### config.mk
export PLATFORM = sky130hd
export DESIGN_NAME = iod_port_decode
export DESIGN_NICKNAME = d
export VERILOG_FILES = /design/src/iod_pkg.sv /design/src/iod_refresh.sv /design/src/iod_check_ff.sv /design/src/iod_port_decode.sv
export SDC_FILE = /design/constraint.sdc
export NUM_CORES = 1
export LEC_CHECK = 0
export BUFFER_PORTS_ARGS = -buffer_cell sky130_fd_sc_hd__buf_2
export CAP_MARGIN = 40
export CORE_ASPECT_RATIO = 0.75
export CORE_MARGIN = 1.5
export CORE_UTILIZATION = 45
export DETAILED_ROUTE_END_ITERATION = 8
export PLACE_DENSITY_LB_ADDON = 0.1
export SYNTH_ARGS = -nofsm -noshare
export SYNTH_HDL_FRONTEND = slang
export SYNTH_SLANG_ARGS = --single-unit
export TNS_END_PERCENT = 1
### constraint.sdc
create_clock -name clk -period 1.8 [get_ports clk]
set_clock_uncertainty 0.1 [all_clocks]
set_input_delay 0.18 -clock clk [delete_from_list [all_inputs] [get_ports clk]]
set_output_delay 0.18 -clock clk [all_outputs]
set_load 0.01 [all_outputs]
### src/iod_pkg.sv
package iod_pkg;

  // ----------------------------------------------------------------
  // I/O port addresses
  // ----------------------------------------------------------------
  localparam logic [15:0] IOD_DMA1_LO     = 16'h0000;
  localparam logic [15:0] IOD_DMA1_HI     = 16'h000F;
  localparam logic [15:0] IOD_PIC1_LO     = 16'h0020;
  localparam logic [15:0] IOD_PIC1_HI     = 16'h0021;
  localparam logic [15:0] IOD_CFG_IDX     = 16'h0022;
  localparam logic [15:0] IOD_CFG_DAT     = 16'h0023;
  localparam logic [15:0] IOD_SMM_IDX     = 16'h0026;
  localparam logic [15:0] IOD_SMM_DAT     = 16'h0027;
  localparam logic [15:0] IOD_PIT_LO      = 16'h0040;
  localparam logic [15:0] IOD_PIT_HI      = 16'h0043;
  localparam logic [15:0] IOD_KBD_CLR     = 16'h0060;
  localparam logic [15:0] IOD_SYS_CTL     = 16'h0061;

  // ----------------------------------------------------------------
  // System control port fields
  // ----------------------------------------------------------------
  localparam int          IOD_SC_GATE     = 0;
  localparam int          IOD_SC_SPKR     = 1;
  localparam int          IOD_SC_PAR_DIS  = 2;
  localparam int          IOD_SC_CHK_DIS  = 3;
  localparam int          IOD_SC_REFRESH  = 4;
  localparam int          IOD_SC_T2OUT    = 5;
  localparam logic [3:0]  IOD_SC_WR_RST   = 4'h0;
  localparam logic [7:0]  IOD_SC_DEFAULT  = 8'h20;

  // ----------------------------------------------------------------
  // Timing
  // ----------------------------------------------------------------
  localparam int          IOD_CLK_MHZ     = 40;
  localparam int          IOD_REFRESH_NS  = 15000;
  localparam int          IOD_REFRESH_CYC = IOD_REFRESH_NS * IOD_CLK_MHZ / 1000;

  typedef enum logic [1:0] {
    IOD_WIN_IDLE,
    IOD_WIN_ARMED,
    IOD_WIN_USED
  } iod_win_t;

endpackage : iod_pkg

### src/iod_refresh.sv
`timescale 1ns/1ps
module iod_refresh
  import iod_pkg::*;
#(
  parameter int PERIOD = IOD_REFRESH_CYC
) (
  input  wire logic clk,
  input  wire logic sys_rst,
  output logic      refresh_tick,
  output logic      refresh_toggle
);

  logic [$clog2(PERIOD)-1:0] cnt_reg;

  // ----------------------------------------------------------------
  // Refresh period divider
  // ----------------------------------------------------------------
  always_ff @(posedge clk) begin
    if (sys_rst) begin
      cnt_reg <= '0;
    end else if (cnt_reg == ($clog2(PERIOD))'(PERIOD - 1)) begin
      cnt_reg <= '0;
    end else begin
      cnt_reg <= cnt_reg + 1'b1;
    end
  end

  assign refresh_tick = (cnt_reg == ($clog2(PERIOD))'(PERIOD - 1));

  // Free running: keeps toggling whether or not bus refresh is enabled
  always_ff @(posedge clk) begin
    if (sys_rst) begin
      refresh_toggle <= 1'b0;
    end else if (refresh_tick) begin
      refresh_toggle <= ~refresh_toggle;
    end
  end

endmodule : iod_refresh

### src/iod_check_ff.sv
`timescale 1ns/1ps
module iod_check_ff (
  input  wire logic clk,
  input  wire logic sys_rst,
  input  wire logic par_dis,
  input  wire logic par_err,
  input  wire logic par_block,
  input  wire logic chk_dis,
  input  wire logic iochck_n,
  output logic      parity_check_n,
  output logic      chan_check_q,
  output logic      chan_check_nmi_n
);

  logic par_q_reg;
  logic chk_q_reg;

  // ----------------------------------------------------------------
  // Parity error flip-flop
  // ----------------------------------------------------------------
  always_ff @(posedge clk) begin
    if (sys_rst) begin
      par_q_reg <= 1'b1;
    end else if (par_dis) begin
      par_q_reg <= 1'b1;
    end else if (par_err && !par_block) begin
      par_q_reg <= 1'b0;
    end
  end

  // Preset acts as a level, so it overrides the stored state at once
  assign parity_check_n = par_q_reg | par_dis;

  // ----------------------------------------------------------------
  // Channel check flip-flop
  // ----------------------------------------------------------------
  always_ff @(posedge clk) begin
    if (sys_rst) begin
      chk_q_reg <= 1'b0;
    end else if (!iochck_n) begin
      chk_q_reg <= 1'b1;
    end else if (chk_dis) begin
      chk_q_reg <= 1'b0;
    end
  end

  // Preset wins on the true output, clear wins on the inverted one
  assign chan_check_q     = ~iochck_n | (chk_q_reg & ~chk_dis);
  assign chan_check_nmi_n = chk_dis | ~(~iochck_n | chk_q_reg);

endmodule : iod_check_ff

### src/iod_port_decode.sv
`timescale 1ns/1ps
// Function
// - DMA 1 decoded at 00-0F only
// - Interrupt controller 1 at 20-21 only
// - Port 22 latches configuration index, write only
// - Second 23 access ignored until 22 rewritten
// - Port 26 separate write-only system management index
// - Port 27 uses 26 index, own flag
// - Timer decoded at 40-43 only
// - Reading 60 clears keyboard and mouse latches
// - Port 61 bits 0-3 RW, 6-7 read zero
// - Port 61 reads 20h after reset
// - Bit 0 gates timer 2 clock
// - Gate low forces timer 2 status one
// - Speaker is NAND of data and timer output
// - Bit 2 disables parity, presets flip-flop
// - Parity error clears flip-flop, preset dominates
// - Index bit blocks parity flip-flop clocking
// - Bit 3 disables channel check, clears flip-flop
// - IOCHCK# presets channel check flip-flop
// - Bit 4 toggles on each refresh
module iod_port_decode
  import iod_pkg::*;
#(
  parameter int ADDR_W      = 16,
  parameter int REFRESH_CYC = IOD_REFRESH_CYC
) (
  input  wire logic              clk,
  input  wire logic              sys_rst,
  input  wire logic [ADDR_W-1:0] io_addr,
  input  wire logic              io_rd,
  input  wire logic              io_wr,
  input  wire logic [7:0]        io_wdata,
  output logic      [7:0]        io_rdata,
  output logic                   io_rdata_valid,
  output logic                   dma1_sel,
  output logic                   pic1_sel,
  output logic                   pit_sel,
  output logic      [7:0]        cfg_index,
  output logic                   cfg_smm,
  output logic                   cfg_rd,
  output logic                   cfg_wr,
  output logic      [7:0]        cfg_wdata,
  input  wire logic [7:0]        cfg_rdata,
  input  wire logic              kbd_irq_set,
  input  wire logic              mouse_irq_set,
  output logic                   irq1,
  output logic                   irq12,
  input  wire logic              timer_clk_tick,
  input  wire logic              tmr2_out,
  output logic                   tmr2_gate,
  output logic                   tmr2_clk_en,
  output logic                   speaker,
  input  wire logic              par_err,
  input  wire logic              par_block,
  input  wire logic              iochck_n,
  output logic                   parity_check_n,
  output logic                   chan_check_q,
  output logic                   chan_check_nmi_n,
  output logic                   refresh_tick
);

  // ----------------------------------------------------------------
  // Address decode
  // ----------------------------------------------------------------
  logic [15:0] addr16;
  logic        hit_cfg_idx;
  logic        hit_cfg_dat;
  logic        hit_smm_idx;
  logic        hit_smm_dat;
  logic        hit_kbd;
  logic        hit_sysctl;

  assign addr16 = 16'(io_addr);

  // Full compares keep the legacy alias ranges dead
  assign dma1_sel = (io_rd | io_wr)
                    && (addr16 >= IOD_DMA1_LO)
                    && (addr16 <= IOD_DMA1_HI);
  assign pic1_sel = (io_rd | io_wr)
                    && (addr16 >= IOD_PIC1_LO)
                    && (addr16 <= IOD_PIC1_HI);
  assign pit_sel  = (io_rd | io_wr)
                    && (addr16 >= IOD_PIT_LO)
                    && (addr16 <= IOD_PIT_HI);

  assign hit_cfg_idx = (addr16 == IOD_CFG_IDX);
  assign hit_cfg_dat = (addr16 == IOD_CFG_DAT);
  assign hit_smm_idx = (addr16 == IOD_SMM_IDX);
  assign hit_smm_dat = (addr16 == IOD_SMM_DAT);
  assign hit_kbd     = (addr16 == IOD_KBD_CLR);
  assign hit_sysctl  = (addr16 == IOD_SYS_CTL);

  // ----------------------------------------------------------------
  // Configuration index windows
  // ----------------------------------------------------------------
  logic [7:0] cfg_idx_reg;
  logic [7:0] smm_idx_reg;
  iod_win_t   cfg_win_reg;
  iod_win_t   smm_win_reg;
  logic       cfg_dat_ok;
  logic       smm_dat_ok;

  // Index ports are write only; a read of them is not claimed
  always_ff @(posedge clk) begin
    if (sys_rst) begin
      cfg_idx_reg <= 8'h00;
    end else if (io_wr && hit_cfg_idx) begin
      cfg_idx_reg <= io_wdata;
    end
  end

  always_ff @(posedge clk) begin
    if (sys_rst) begin
      smm_idx_reg <= 8'h00;
    end else if (io_wr && hit_smm_idx) begin
      smm_idx_reg <= io_wdata;
    end
  end

  assign cfg_dat_ok = (cfg_win_reg == IOD_WIN_ARMED);
  assign smm_dat_ok = (smm_win_reg == IOD_WIN_ARMED);

  // Software is expected to rewrite the index each time; a stale
  // data access is dropped rather than reaching the old register
  always_ff @(posedge clk) begin
    if (sys_rst) begin
      cfg_win_reg <= IOD_WIN_IDLE;
    end else begin
      case (cfg_win_reg)
        IOD_WIN_IDLE,
        IOD_WIN_USED: begin
          if (io_wr && hit_cfg_idx) begin
            cfg_win_reg <= IOD_WIN_ARMED;
          end
        end
        IOD_WIN_ARMED: begin
          if (io_wr && hit_cfg_idx) begin
            cfg_win_reg <= IOD_WIN_ARMED;
          end else if ((io_rd || io_wr) && hit_cfg_dat) begin
            cfg_win_reg <= IOD_WIN_USED;
          end
        end
        default: begin
          cfg_win_reg <= IOD_WIN_IDLE;
        end
      endcase
    end
  end

  // Separate flag so the management window never disturbs the normal one
  always_ff @(posedge clk) begin
    if (sys_rst) begin
      smm_win_reg <= IOD_WIN_IDLE;
    end else begin
      case (smm_win_reg)
        IOD_WIN_IDLE,
        IOD_WIN_USED: begin
          if (io_wr && hit_smm_idx) begin
            smm_win_reg <= IOD_WIN_ARMED;
          end
        end
        IOD_WIN_ARMED: begin
          if (io_wr && hit_smm_idx) begin
            smm_win_reg <= IOD_WIN_ARMED;
          end else if ((io_rd || io_wr) && hit_smm_dat) begin
            smm_win_reg <= IOD_WIN_USED;
          end
        end
        default: begin
          smm_win_reg <= IOD_WIN_IDLE;
        end
      endcase
    end
  end

  // ----------------------------------------------------------------
  // Configuration register strobes
  // ----------------------------------------------------------------
  logic cfg_go;
  logic smm_go;

  assign cfg_go = hit_cfg_dat && cfg_dat_ok;
  assign smm_go = hit_smm_dat && smm_dat_ok;

  assign cfg_rd    = io_rd && (cfg_go || smm_go);
  assign cfg_wr    = io_wr && (cfg_go || smm_go);
  assign cfg_smm   = smm_go;
  assign cfg_index = smm_go ? smm_idx_reg : cfg_idx_reg;
  assign cfg_wdata = io_wdata;

  // ----------------------------------------------------------------
  // Keyboard and mouse interrupt latches
  // ----------------------------------------------------------------
  logic kbd_clr;

  assign kbd_clr = io_rd && hit_kbd;

  // A new request in the clearing cycle survives the clear
  always_ff @(posedge clk) begin
    if (sys_rst) begin
      irq1 <= 1'b0;
    end else if (kbd_irq_set) begin
      irq1 <= 1'b1;
    end else if (kbd_clr) begin
      irq1 <= 1'b0;
    end
  end

  always_ff @(posedge clk) begin
    if (sys_rst) begin
      irq12 <= 1'b0;
    end else if (mouse_irq_set) begin
      irq12 <= 1'b1;
    end else if (kbd_clr) begin
      irq12 <= 1'b0;
    end
  end

  // ----------------------------------------------------------------
  // System control port
  // ----------------------------------------------------------------
  logic [3:0] sc_wr_reg;
  logic       t2_status;
  logic       refresh_bit;
  logic [7:0] sc_read;

  always_ff @(posedge clk) begin
    if (sys_rst) begin
      sc_wr_reg <= IOD_SC_WR_RST;
    end else if (io_wr && hit_sysctl) begin
      sc_wr_reg <= io_wdata[3:0];
    end
  end

  assign tmr2_gate   = sc_wr_reg[IOD_SC_GATE];
  assign tmr2_clk_en = tmr2_gate && timer_clk_tick;

  // Stopped timer reads as high so the speaker is the inverse of the data bit
  assign t2_status = tmr2_out | ~tmr2_gate;

  assign speaker = ~(sc_wr_reg[IOD_SC_SPKR] & t2_status);

  // Latch bits 6 and 7 live outside; this port reads them as zero
  always_comb begin
    sc_read                 = 8'h00;
    sc_read[3:0]            = sc_wr_reg;
    sc_read[IOD_SC_REFRESH] = refresh_bit;
    sc_read[IOD_SC_T2OUT]   = t2_status;
  end

  iod_refresh #(
    .PERIOD (REFRESH_CYC)
  ) u_refresh (
    .clk            (clk),
    .sys_rst        (sys_rst),
    .refresh_tick   (refresh_tick),
    .refresh_toggle (refresh_bit)
  );

  iod_check_ff u_check (
    .clk              (clk),
    .sys_rst          (sys_rst),
    .par_dis          (sc_wr_reg[IOD_SC_PAR_DIS]),
    .par_err          (par_err),
    .par_block        (par_block),
    .chk_dis          (sc_wr_reg[IOD_SC_CHK_DIS]),
    .iochck_n         (iochck_n),
    .parity_check_n   (parity_check_n),
    .chan_check_q     (chan_check_q),
    .chan_check_nmi_n (chan_check_nmi_n)
  );

  // ----------------------------------------------------------------
  // Read data return
  // ----------------------------------------------------------------
  // Data is registered: the answer comes one cycle after the strobe
  always_ff @(posedge clk) begin
    if (sys_rst) begin
      io_rdata <= 8'h00;
    end else if (io_rd && (cfg_go || smm_go)) begin
      io_rdata <= cfg_rdata;
    end else if (io_rd && hit_sysctl) begin
      io_rdata <= sc_read;
    end
  end

  always_ff @(posedge clk) begin
    if (sys_rst) begin
      io_rdata_valid <= 1'b0;
    end else begin
      io_rdata_valid <= io_rd && (cfg_go || smm_go || hit_sysctl);
    end
  end

endmodule : iod_port_decode

* Word level (Yosys, flattened, before mapping)
Cells that the tools add are included. Widths: inputs -> output; s select.
Operators by class: $add $sub $neg 1, magnitude comparators 6, eq/ne operators 16, multiplexer cells 16, bitwise operators 14, reductions and logical operators 35
Operator list (number):
- $eq 16x6->1 const B | 4
- $eq 16x7->1 const B | 2
- $mux 8 | 3
- $logic_and 1x1->1 | 20
- $ge 16x1->1 const B | 1
- $ge 16x6->1 const B | 1
- $ge 16x7->1 const B | 1
- $le 16x4->1 const B | 1
- $le 16x6->1 const B | 1
- $le 16x7->1 const B | 1
- $mux 2 | 6
- $add 10x1->10 const B | 1
- $eq 10x10->1 const B | 1
- $pmux 2 s2 | 2
- $reduce_or 2->1 | 4
- $ne 3x1->1 const B | 2
- $not 1->1 | 6
- $or 1x1->1 | 6
- $reduce_bool 2->1 | 3
- $mux 1 | 5
- $eq 2x1->1 const B | 2
- $eq 2x2->1 const B | 2
- $logic_not 2->1 | 2
- $ne 2x2->1 const B | 2
- 5 further kinds | 9
Word-level totals: register bits after elaboration 48, word-level logic and storage cells 101

* Depth between registers and ports, before layout
Gate-level depths: netlist of the first run.
depth after elaboration 5, gate-level depth with buffers 6

* Modules after synthesis
From an unflattened synthesis of the first run, not the netlist that was laid out.
Unflattened totals: cell total of the unflattened synthesis 290, area total of the unflattened synthesis 2580.0 um^2
Modules (own cells, without submodules):
- iod_port_decode | times used 1, cells each 226, area an instance 1970.6 um^2, sequential area each 700.7 um^2
- iod_refresh | times used 1, cells each 54, area an instance 521.8 um^2, sequential area each 220.2 um^2
- iod_check_ff | times used 1, cells each 10, area an instance 87.6 um^2, sequential area each 40.0 um^2

* Worst setup path after synthesis of the first run
No wires, ideal clock.
path type flip-flop to flip-flop, from register cfg_win_reg[0], to register io_rdata[0], library setup time 128 ps, arrival time 1561 ps, required time 1572 ps, setup slack 11 ps, cell stages (with the launch flop) 5, clock period less this slack 1789 ps, cell sequence dfxtp_1 > or3b_1 > a2111o_1 > a21oi_4 > o211ai_1
Between the ends: word-level cells in the longest chain between the ends 5
Ends and longest elaborated chain:
- from (decl) | line iod_port_decode.sv:99 | iod_win_t cfg_win_reg;
- from (signal assigned) | line iod_port_decode.sv:128 | cfg_win_reg <= IOD_WIN_IDLE;
- from (signal assigned) | line iod_port_decode.sv:134 | cfg_win_reg <= IOD_WIN_ARMED;
- from (signal assigned) | line iod_port_decode.sv:139 | cfg_win_reg <= IOD_WIN_ARMED;
- $eq 2x1->1 (*) | line iod_port_decode.sv:121 | assign cfg_dat_ok = (cfg_win_reg == IOD_WIN_ARMED);
- $logic_and 1x1->1 (*) | line iod_port_decode.sv:183 | assign cfg_go = hit_cfg_dat && cfg_dat_ok;
- $logic_or 1x1->1 (*) | line iod_port_decode.sv:281 | end else if (io_rd && (cfg_go || smm_go)) begin
- $logic_and 1x1->1 (*) | line iod_port_decode.sv:281
- $mux 8 / $reduce_bool 2->1 (equally long branches)
- to (signal assigned) | line iod_port_decode.sv:282 | io_rdata <= cfg_rdata;
- to (signal assigned) | line iod_port_decode.sv:284 | io_rdata <= sc_read;
- to (decl) | line iod_port_decode.sv:34 | output logic [7:0] io_rdata,
Every way passes the cells marked *; elsewhere a longest branch is shown, timed or not. A chain may end at the register's enable or synchronous reset.

* Worst setup path in the final report of the first run
from register cfg_win_reg[0], to output port cfg_rd
Between the ends: word-level cells in the longest chain between the ends 4
Ends and longest elaborated chain:
- $eq 2x1->1 | line iod_port_decode.sv:121
- $logic_and 1x1->1 | line iod_port_decode.sv:183
- $logic_or 1x1->1 | line iod_port_decode.sv:186 | assign cfg_rd = io_rd && (cfg_go || smm_go);
- $logic_and 1x1->1 | line iod_port_decode.sv:186
- to (decl) | line iod_port_decode.sv:41 | output logic cfg_rd,
No other way between the ends.

==> metrics.txt, run 1 <==
# TYPE chip_impl_metric gauge
chip_impl_info{name="clock_tree.root_cell",value="clkbuf_8"} 1
chip_impl_info{name="rr_endpoint",value="io_rdata[5]"} 1
chip_impl_metric{name="internal_power",unit="mW"} 1.44
chip_impl_metric{name="die_height",unit="µm"} 66.8
chip_impl_metric{name="clock.fmax",unit="MHz"} 500
chip_impl_metric{name="timing.final.crit_period",unit="ps"} 2000
chip_impl_metric{name="route.detailed.wl_per_inst",unit="µm"} 13.8
chip_impl_metric{name="worst_setup_hold_path_clk_slew",unit="ps"} 90
chip_impl_metric{name="detail_route.iter0.violations",unit=""} 94
chip_impl_metric{name="detail-route-antenna-nets",unit=""} 0
chip_impl_metric{name="worst_path_largest_cell_delay",unit="ps"} 440
chip_impl_metric{name="p_sw",unit="µW"} 476
chip_impl_info{name="worst_setup_path_startpoint",value="cfg_win_reg[0]"} 1
chip_impl_metric{name="post-route-worst-setup-slack",unit="ps"} -201
chip_impl_metric{name="post_synth.cell_area_avg",unit="µm²"} 8.84
chip_impl_metric{name="num_antenna_cells",unit=""} 0
chip_impl_info{name="run_status",value="finished, violations left"} 1
chip_impl_metric{name="core_region_area",unit="µm²"} 5060
chip_impl_info{name="tritoncts",value="built"} 1
chip_impl_metric{name="io_buffers",unit=""} 82
chip_impl_metric{name="synth_cells",unit=""} 276
chip_impl_metric{name="critical_path_arrival",unit="ps"} 1720
chip_impl_metric{name="clock_power_share",unit=""} 0.329
chip_impl_metric{name="setup_violations",unit=""} 17
chip_impl_metric{name="holdBufCountCts",unit=""} 0
chip_impl_metric{name="place_congestion",unit=""} 0.831
chip_impl_metric{name="detailedPlacementHpwl",unit="µm"} 4660
chip_impl_metric{name="setup_tns",unit="ps"} -1830
chip_impl_metric{name="synth-edff-count",unit=""} 0
chip_impl_info{name="critical_path.endpoint_type",value="output pin"} 1
chip_impl_metric{name="routed-via-count",unit=""} 2449
chip_impl_metric{name="grt_antenna_before_repair",unit=""} 0
chip_impl_metric{name="final_max_slew_viol_count",unit=""} 0
chip_impl_metric{name="worst-r2r-cell-count",unit=""} 5
chip_impl_metric{name="worst_ep_required_time",unit="ps"} 1520
chip_impl_metric{name="pin_count",unit=""} 83
chip_impl_metric{name="combPwrFrac",unit=""} 0.107
chip_impl_metric{name="num-nets-final",unit=""} 427
chip_impl_metric{name="synth.net_count",unit=""} 320
chip_impl_metric{name="yosysTopAreaCellShare",unit=""} 0.394
chip_impl_metric{name="pwr-share-seq",unit=""} 0.564
chip_impl_metric{name="finalHoldViolations",unit=""} 0
chip_impl_metric{name="route.detailed.vias_per_inst",unit=""} 5.37
chip_impl_info{name="reg2reg_from",value="cfg_win_reg[0]"} 1
chip_impl_info{name="timing.critical_path.cells",value="or3b_4 -> a2111o_1 -> nor2_1 -> buf_2"} 1
chip_impl_metric{name="layout_area_overhead",unit="%"} 35.8
chip_impl_metric{name="first_pass_iters",unit=""} 4
chip_impl_metric{name="seq_area_frac_synth",unit=""} 0.394
chip_impl_info{name="synthTopCellsByCount",value="dfxtp_1 (48), nand3_1 (39), a21oi_1 (24)"} 1
chip_impl_metric{name="post_synth_instance_area",unit="µm²"} 2440
chip_impl_metric{name="placed_cells_incl_taps",unit=""} 446
chip_impl_info{name="critPathKind",value="reg -> out"} 1
chip_impl_info{name="post_synth_main_area_contributors",value="dfxtp_1 (39%), nand3_1 (8.0%), a21oi_1 (4.9%)"} 1
chip_impl_metric{name="clock_latency",unit="ps"} 300
chip_impl_metric{name="postSynth.asyncResetShare",unit=""} 0
chip_impl_metric{name="grt_pass1_vias",unit=""} 2260
chip_impl_metric{name="wire_length_of_the_first_global_routing_pass",unit="µm"} 10500
chip_impl_metric{name="route.detailed.drc",unit=""} 0
chip_impl_metric{name="tritoncts_num_sinks",unit=""} 48
chip_impl_info{name="ys.flop_type",value="dfxtp_1"} 1
chip_impl_metric{name="die_extent_in_x",unit="µm"} 88.0
chip_impl_info{name="min-delay-path-class",value="in -> reg"} 1
chip_impl_info{name="grt_setup_unrepaired",value="yes"} 1
chip_impl_info{name="crit_path_start_kind",value="flip-flop"} 1
chip_impl_info{name="worst_setup_path_endpoint",value="cfg_rd"} 1
chip_impl_metric{name="final_min_period_over_clock_period",unit=""} 1.11
chip_impl_metric{name="drt-total-wl",unit="µm"} 6300
chip_impl_info{name="post-synth-top-area-cell",value="dfxtp_1"} 1
chip_impl_metric{name="synth-seq-cells",unit=""} 48
chip_impl_metric{name="worst_pin_slew",unit="ps"} 352
chip_impl_metric{name="critical_path_peak_fanout",unit=""} 3
chip_impl_metric{name="yosysWarnings",unit=""} 0
chip_impl_metric{name="switching_share",unit=""} 0.248
chip_impl_metric{name="final_cell_count_no_fill",unit=""} 456
chip_impl_metric{name="largest_register_ff_count",unit=""} 10
chip_impl_metric{name="areal_power_density_over_the_cells",unit="nW/µm²"} 578
chip_impl_metric{name="grt_use_total",unit=""} 0.228
chip_impl_metric{name="slew_headroom",unit=""} 0.762
chip_impl_metric{name="globalRoute.totalOverflow",unit=""} 0
chip_impl_metric{name="clk_path_buf_depth",unit=""} 2
chip_impl_info{name="violations",value="negative setup slack"} 1
chip_impl_metric{name="grt_max_degree",unit=""} 28
chip_impl_info{name="crit_path_top_delay_cell",value="a2111o_1"} 1
chip_impl_metric{name="r2r_setup_slack",unit="ps"} -100
chip_impl_metric{name="final_layout_size_suffix_gt1_frac",unit=""} 0.406
chip_impl_metric{name="yosysUniqueCellTypes",unit=""} 53
chip_impl_info{name="synth_most_common_cell",value="dfxtp_1"} 1
chip_impl_metric{name="timing.max_cap.violations",unit=""} 0
chip_impl_metric{name="die-area",unit="µm²"} 5880
chip_impl_metric{name="power",unit="mW"} 1.92
chip_impl_metric{name="max-vdd-ir-drop",unit="V"} 0.000311
chip_impl_metric{name="cts.htree.levels",unit=""} 2
chip_impl_metric{name="numCtsBuffers",unit=""} 5
chip_impl_metric{name="rows",unit=""} 22
chip_impl_metric{name="initial_utilization",unit=""} 0.482
chip_impl_metric{name="p_leak",unit="nW"} 1.36
-- worst min-delay path by stage --
stage | startpoint | to | slack, ps | cells past startpoint
after floorplan | kbd_irq_set | irq1 | 210 | 2
after global placement | kbd_irq_set | irq1 | 320 | 3
after detailed placement | cfg_rdata[0] | io_rdata[0] | 320 | 3
after CTS | kbd_irq_set | irq1 | 10 | 3
after global routing | kbd_irq_set | irq1 | 20 | 3
final | mouse_irq_set | irq12 | 20 | 3
-- metal layers --
layer  global-route usage  routed length [µm]  vias to the layer above
li1                     -                   -                     1220
met5                    0                   0                        -
met2                0.361                2770                       88
met3               0.0397                 402                        5
met4               0.0605                  52                        0
met1                0.321                3080                     1136
-- critical path: cells and delay by family, from the launching register on --
family                 cells  cell delay [ps]
AOI/OAI and AO/OA          1              440
buffers and inverters      1              140
DFF                        1              340
and+or+nand+nor            2              510
-- layout make-up --
cell class              count  area [µm²]
well taps                  72        90.1
inverters                   5        18.8
repair buffers            120         764
multi-input cells         203        1390
fillers                   480        1750
flip-flops and latches     48         966
clock inverters             3        18.8
clock buffers               5        68.8
-- stage by stage --
step	instance area, µm²	hold slack [ps]	setup slack, ps	util
global placement	3120	316	-117	0.617
detailed placement	3120	323	-156	0.617
CTS	3290	13.9	-212	0.649
finish	3310	16.4	-201	0.654
global route	3310	15.5	-276	0.654
floorplan	2440	209	10.8	-
-- placed cells by master, fill, tap and decap left out, drive strengths merged, types with 2 or more instances in the layout --
cell	count
o41ai	3
and2	2
xor2	7
clkinv	3
a21boi	2
or4	2
or2	2
and4	2
and3b	2
nor4bb	2
a21oi	25
and3	4
nor4b	2
nor2b	2
nor3	4
a221oi	3
mux2	8
nor4	3
nor2	15
nand3	40
clkbuf	5
a22oi	2
nand3b	2
nand2b	16
buf	120
inv	5
nand2	7
xnor2	2
o21ai	22
dfxtp	48
nand4	4
o211ai	6
-- repair_timing --
| action | CTS | global route |
|---|---|---|
| pin swaps | 6 | 0 |
| resized for setup | 16 | 5 |
| endpoints found under the setup margin | 18 | 20 |
| gates cloned | 0 | 0 |
| setup buffers | 1 | 1 |
-- power groups by stage --
stage	Sequential (mW)	Combinational [mW]	Clock [mW]
final	1.08	0.205	0.631
after global routing	1.08	0.225	0.701
after CTS	1.08	0.205	0.647
after detailed placement	1.11	0.204	0
after global placement	1.10	0.203	0
after floorplan	1.11	0.0883	0
-- kinds of logic (layout without fill, tap and decap cells) --
logic type      count (synthesis)  count (layout)  synth area share
xor+xnor                        9               9            0.0323
flops                          48              48             0.394
compound gates                 69              69             0.185
fa+ha+maj                       1               1           0.00513
mux                             8               8            0.0369
buf+inv                        25             133            0.0533
simple gates                  116             116             0.294
(Power assumes the default switching activity.)
==> inputs of run 2 (changes only) <==
--- a/config.mk
+++ b/config.mk
@@ -9,10 +9,11 @@
 export CAP_MARGIN = 40
 export CORE_ASPECT_RATIO = 0.75
 export CORE_MARGIN = 1.5
-export CORE_UTILIZATION = 45
+export CORE_UTILIZATION = 46
 export DETAILED_ROUTE_END_ITERATION = 8
 export PLACE_DENSITY_LB_ADDON = 0.1
 export SYNTH_ARGS = -nofsm -noshare
 export SYNTH_HDL_FRONTEND = slang
+export SYNTH_HIERARCHICAL = 1
 export SYNTH_SLANG_ARGS = --single-unit
 export TNS_END_PERCENT = 1
==> constraint.sdc (replaced) <==
create_clock -name clk -period 1.7 [get_ports clk]
set_clock_uncertainty 0.1 [all_clocks]
set_input_delay 0.17 -clock clk [delete_from_list [all_inputs] [get_ports clk]]
set_output_delay 0.17 -clock clk [all_outputs]
set_load 0.01 [all_outputs]
==> metrics.txt, run 2 <==
# TYPE chip_impl_metric gauge
chip_impl_info{name="run_status",value="finished, violations left"} 1
chip_impl_info{name="violations",value="negative setup slack"} 1
chip_impl_metric{name="worst_setup_hold_path_clk_slew",unit="ps"} 80
chip_impl_info{name="critPathKind",value="reg -> out"} 1
chip_impl_metric{name="clock_latency",unit="ps"} 300
chip_impl_metric{name="r2r_setup_slack",unit="ps"} 100
chip_impl_metric{name="post-route-worst-setup-slack",unit="ps"} -194
chip_impl_metric{name="p_leak",unit="nW"} 1.46
chip_impl_metric{name="route.detailed.wl_per_inst",unit="µm"} 14.6
chip_impl_metric{name="max-vdd-ir-drop",unit="V"} 0.000276
chip_impl_metric{name="yosysTopAreaCellShare",unit=""} 0.372
chip_impl_metric{name="worst_pin_slew",unit="ps"} 427
chip_impl_metric{name="synth.net_count",unit=""} 334
chip_impl_metric{name="final_min_period_over_clock_period",unit=""} 1.11
chip_impl_metric{name="tritoncts_num_sinks",unit=""} 48
chip_impl_metric{name="place_congestion",unit=""} 0.886
chip_impl_metric{name="critical_path_arrival",unit="ps"} 1620
chip_impl_metric{name="placedInstanceArea",unit="µm²"} 3140
chip_impl_metric{name="drt-total-wl",unit="µm"} 6760
chip_impl_metric{name="detail_route.iter0.violations",unit=""} 146
chip_impl_info{name="clock_tree.root_cell",value="clkbuf_8"} 1
chip_impl_info{name="synth_most_common_cell",value="dfxtp_1"} 1
chip_impl_metric{name="clk_path_buf_depth",unit=""} 2
chip_impl_metric{name="clock.fmax",unit="MHz"} 528
chip_impl_metric{name="yosysWarnings",unit=""} 6
chip_impl_metric{name="die-area",unit="µm²"} 6070
chip_impl_metric{name="grt_pass1_vias",unit=""} 2249
chip_impl_metric{name="detail-route-antenna-nets",unit=""} 0
chip_impl_metric{name="wire_length_of_the_first_global_routing_pass",unit="µm"} 10700
chip_impl_info{name="grt_setup_unrepaired",value="yes"} 1
chip_impl_metric{name="postSynth.asyncResetShare",unit=""} 0
chip_impl_metric{name="route.detailed.vias_per_inst",unit=""} 5.50
chip_impl_metric{name="synth-seq-cells",unit=""} 48
chip_impl_info{name="critical_path.endpoint_type",value="output pin"} 1
chip_impl_info{name="post_synth_main_area_contributors",value="dfxtp_1 (37%), nand4_1 (6.3%), a21oi_1 (4.8%)"} 1
chip_impl_info{name="most-common-layout-cells",value="buf_2 (74), dfxtp_1 (42), buf_4 (27)"} 1
chip_impl_metric{name="detailedPlacementHpwl",unit="µm"} 4860
chip_impl_info{name="crit_path_start_kind",value="flip-flop"} 1
chip_impl_metric{name="numCtsBuffers",unit=""} 5
chip_impl_metric{name="num-nets-final",unit=""} 432
chip_impl_metric{name="yosysUniqueCellTypes",unit=""} 57
chip_impl_metric{name="areal_power_density_over_the_cells",unit="nW/µm²"} 616
chip_impl_metric{name="synth_cells",unit=""} 290
chip_impl_metric{name="layout_area_overhead",unit="%"} 32.4
chip_impl_metric{name="seq_area_frac_synth",unit=""} 0.372
chip_impl_metric{name="post_synth_instance_area",unit="µm²"} 2580
chip_impl_metric{name="timing.final.crit_period",unit="ps"} 1890
chip_impl_metric{name="power",unit="mW"} 2.10
chip_impl_metric{name="final_max_slew_viol_count",unit=""} 0
chip_impl_info{name="tritoncts",value="built"} 1
chip_impl_metric{name="slew_headroom",unit=""} 0.713
chip_impl_metric{name="largest_register_ff_count",unit=""} 10
chip_impl_metric{name="timing.max_cap.violations",unit=""} 0
chip_impl_info{name="min-delay-path-class",value="in -> reg"} 1
chip_impl_metric{name="post_synth.cell_area_avg",unit="µm²"} 8.90
chip_impl_metric{name="globalRoute.totalOverflow",unit=""} 0
chip_impl_metric{name="num_antenna_cells",unit=""} 0
chip_impl_metric{name="final_layout_size_suffix_gt1_frac",unit=""} 0.404
chip_impl_metric{name="worst_ep_required_time",unit="ps"} 1430
chip_impl_metric{name="finalHoldViolations",unit=""} 0
chip_impl_info{name="ys.flop_type",value="dfxtp_1"} 1
chip_impl_metric{name="route.detailed.drc",unit=""} 0
chip_impl_metric{name="die_extent_in_x",unit="µm"} 89.5
chip_impl_metric{name="first_pass_iters",unit=""} 4
chip_impl_metric{name="die_height",unit="µm"} 67.9
chip_impl_metric{name="final_area",unit="µm²"} 3420
chip_impl_metric{name="initial_utilization",unit=""} 0.479
chip_impl_metric{name="placed_cells_incl_taps",unit=""} 449
chip_impl_metric{name="pin_count",unit=""} 83
chip_impl_info{name="synthTopCellsByCount",value="dfxtp_1 (48), nand4_1 (26), a21oi_1 (25), o21ai_0 (25), nand2_1 (18)"} 1
chip_impl_metric{name="setup_violations",unit=""} 9
chip_impl_info{name="layout.cells.most_common",value="buf_2"} 1
chip_impl_metric{name="cts.htree.levels",unit=""} 2
chip_impl_metric{name="grt_max_degree",unit=""} 23
chip_impl_info{name="post-synth-top-area-cell",value="dfxtp_1"} 1
chip_impl_metric{name="rows",unit=""} 23
chip_impl_metric{name="critical_path_peak_fanout",unit=""} 5
chip_impl_metric{name="final_cell_count_no_fill",unit=""} 464
chip_impl_metric{name="grt_antenna_before_repair",unit=""} 0
chip_impl_metric{name="routed-via-count",unit=""} 2554
chip_impl_metric{name="synth-edff-count",unit=""} 0
chip_impl_metric{name="core_region_area",unit="µm²"} 5380
chip_impl_metric{name="grt_use_total",unit=""} 0.230
chip_impl_metric{name="io_buffers",unit=""} 82
run 2: worst max-delay path, stage by stage, from the launching register on:
cell,delay (ps)
dfxtp_2,330
nor2b_4,150
and3_4,230
nand3_4,150
mux2_4,340
buf_6,120
run 2: stage by stage:
stage | hold WS, ps | TNS (ps) | utilization | worst slack, ps
2_1_floorplan | 139 | 0 | - | 44.8
5_1_grt | 28.4 | -2110 | 0.635 | -238
3_5_place_dp | 282 | -1710 | 0.584 | -219
6_report | 13.5 | -1500 | 0.635 | -194
4_1_cts | 9.48 | -1490 | 0.628 | -189
3_3_place_gp | 276 | -1280 | 0.584 | -161
run 2: metal layers:
metal,GRT usage,vias up,share of wire
met1,0.325,1195,0.48
li1,-,1270,-
met5,0,-,0
met2,0.360,82,0.46
met4,0.0577,0,0.0093
met3,0.0470,7,0.056
run 2: cells by family after synthesis:
| family | after synthesis | share of synthesized area |
|---|---|---|
| flip-flops | 48 | 0.372 |
| adder cells (fa/ha/maj) | 1 | 0.00485 |
| AO/OA/AOI/OAI | 79 | 0.193 |
| buffers and inverters | 35 | 0.0718 |
| multiplexers | 13 | 0.0664 |
| AND/OR/NAND/NOR | 111 | 0.281 |
| XOR/XNOR | 3 | 0.0102 |
run 2: path summary, 6_finish.rpt:
path	endpoint	cells after the start	from
max	cfg_index[3]	5	smm_win_reg[0]
min	irq1	3	kbd_irq_set
max reg2reg	io_rdata_valid	6	smm_win_reg[0]
min reg2reg	u_check/par_q_reg	1	u_check/par_q_reg
run 2: area by class of cell:
class	instances	area, µm²
fill	494	1970
multi-input combinational	208	1500
sequential	48	968
timing repair buffer	114	714
tap	75	93.8
clock buffer	7	86.3
inverter	11	41.3
clock inverter	1	7.51
run 2: repair_timing:
| item | in CTS | in global routing |
|---|---|---|
| pin swaps | 4 | 5 |
| hold buffers | 4 | 0 |
| endpoints found under the setup margin | 12 | 15 |
| setup buffers | 0 | 2 |
| gates cloned | 1 | 0 |
| resized for setup | 21 | 5 |
| endpoints found under the hold margin | 4 | 0 |
run 2: power breakdown:
group	switching, mW	internal, mW
Clock	0.386	0.331
Combinational	0.134	0.104
Sequential	0.0103	1.14
Total	0.531	1.57
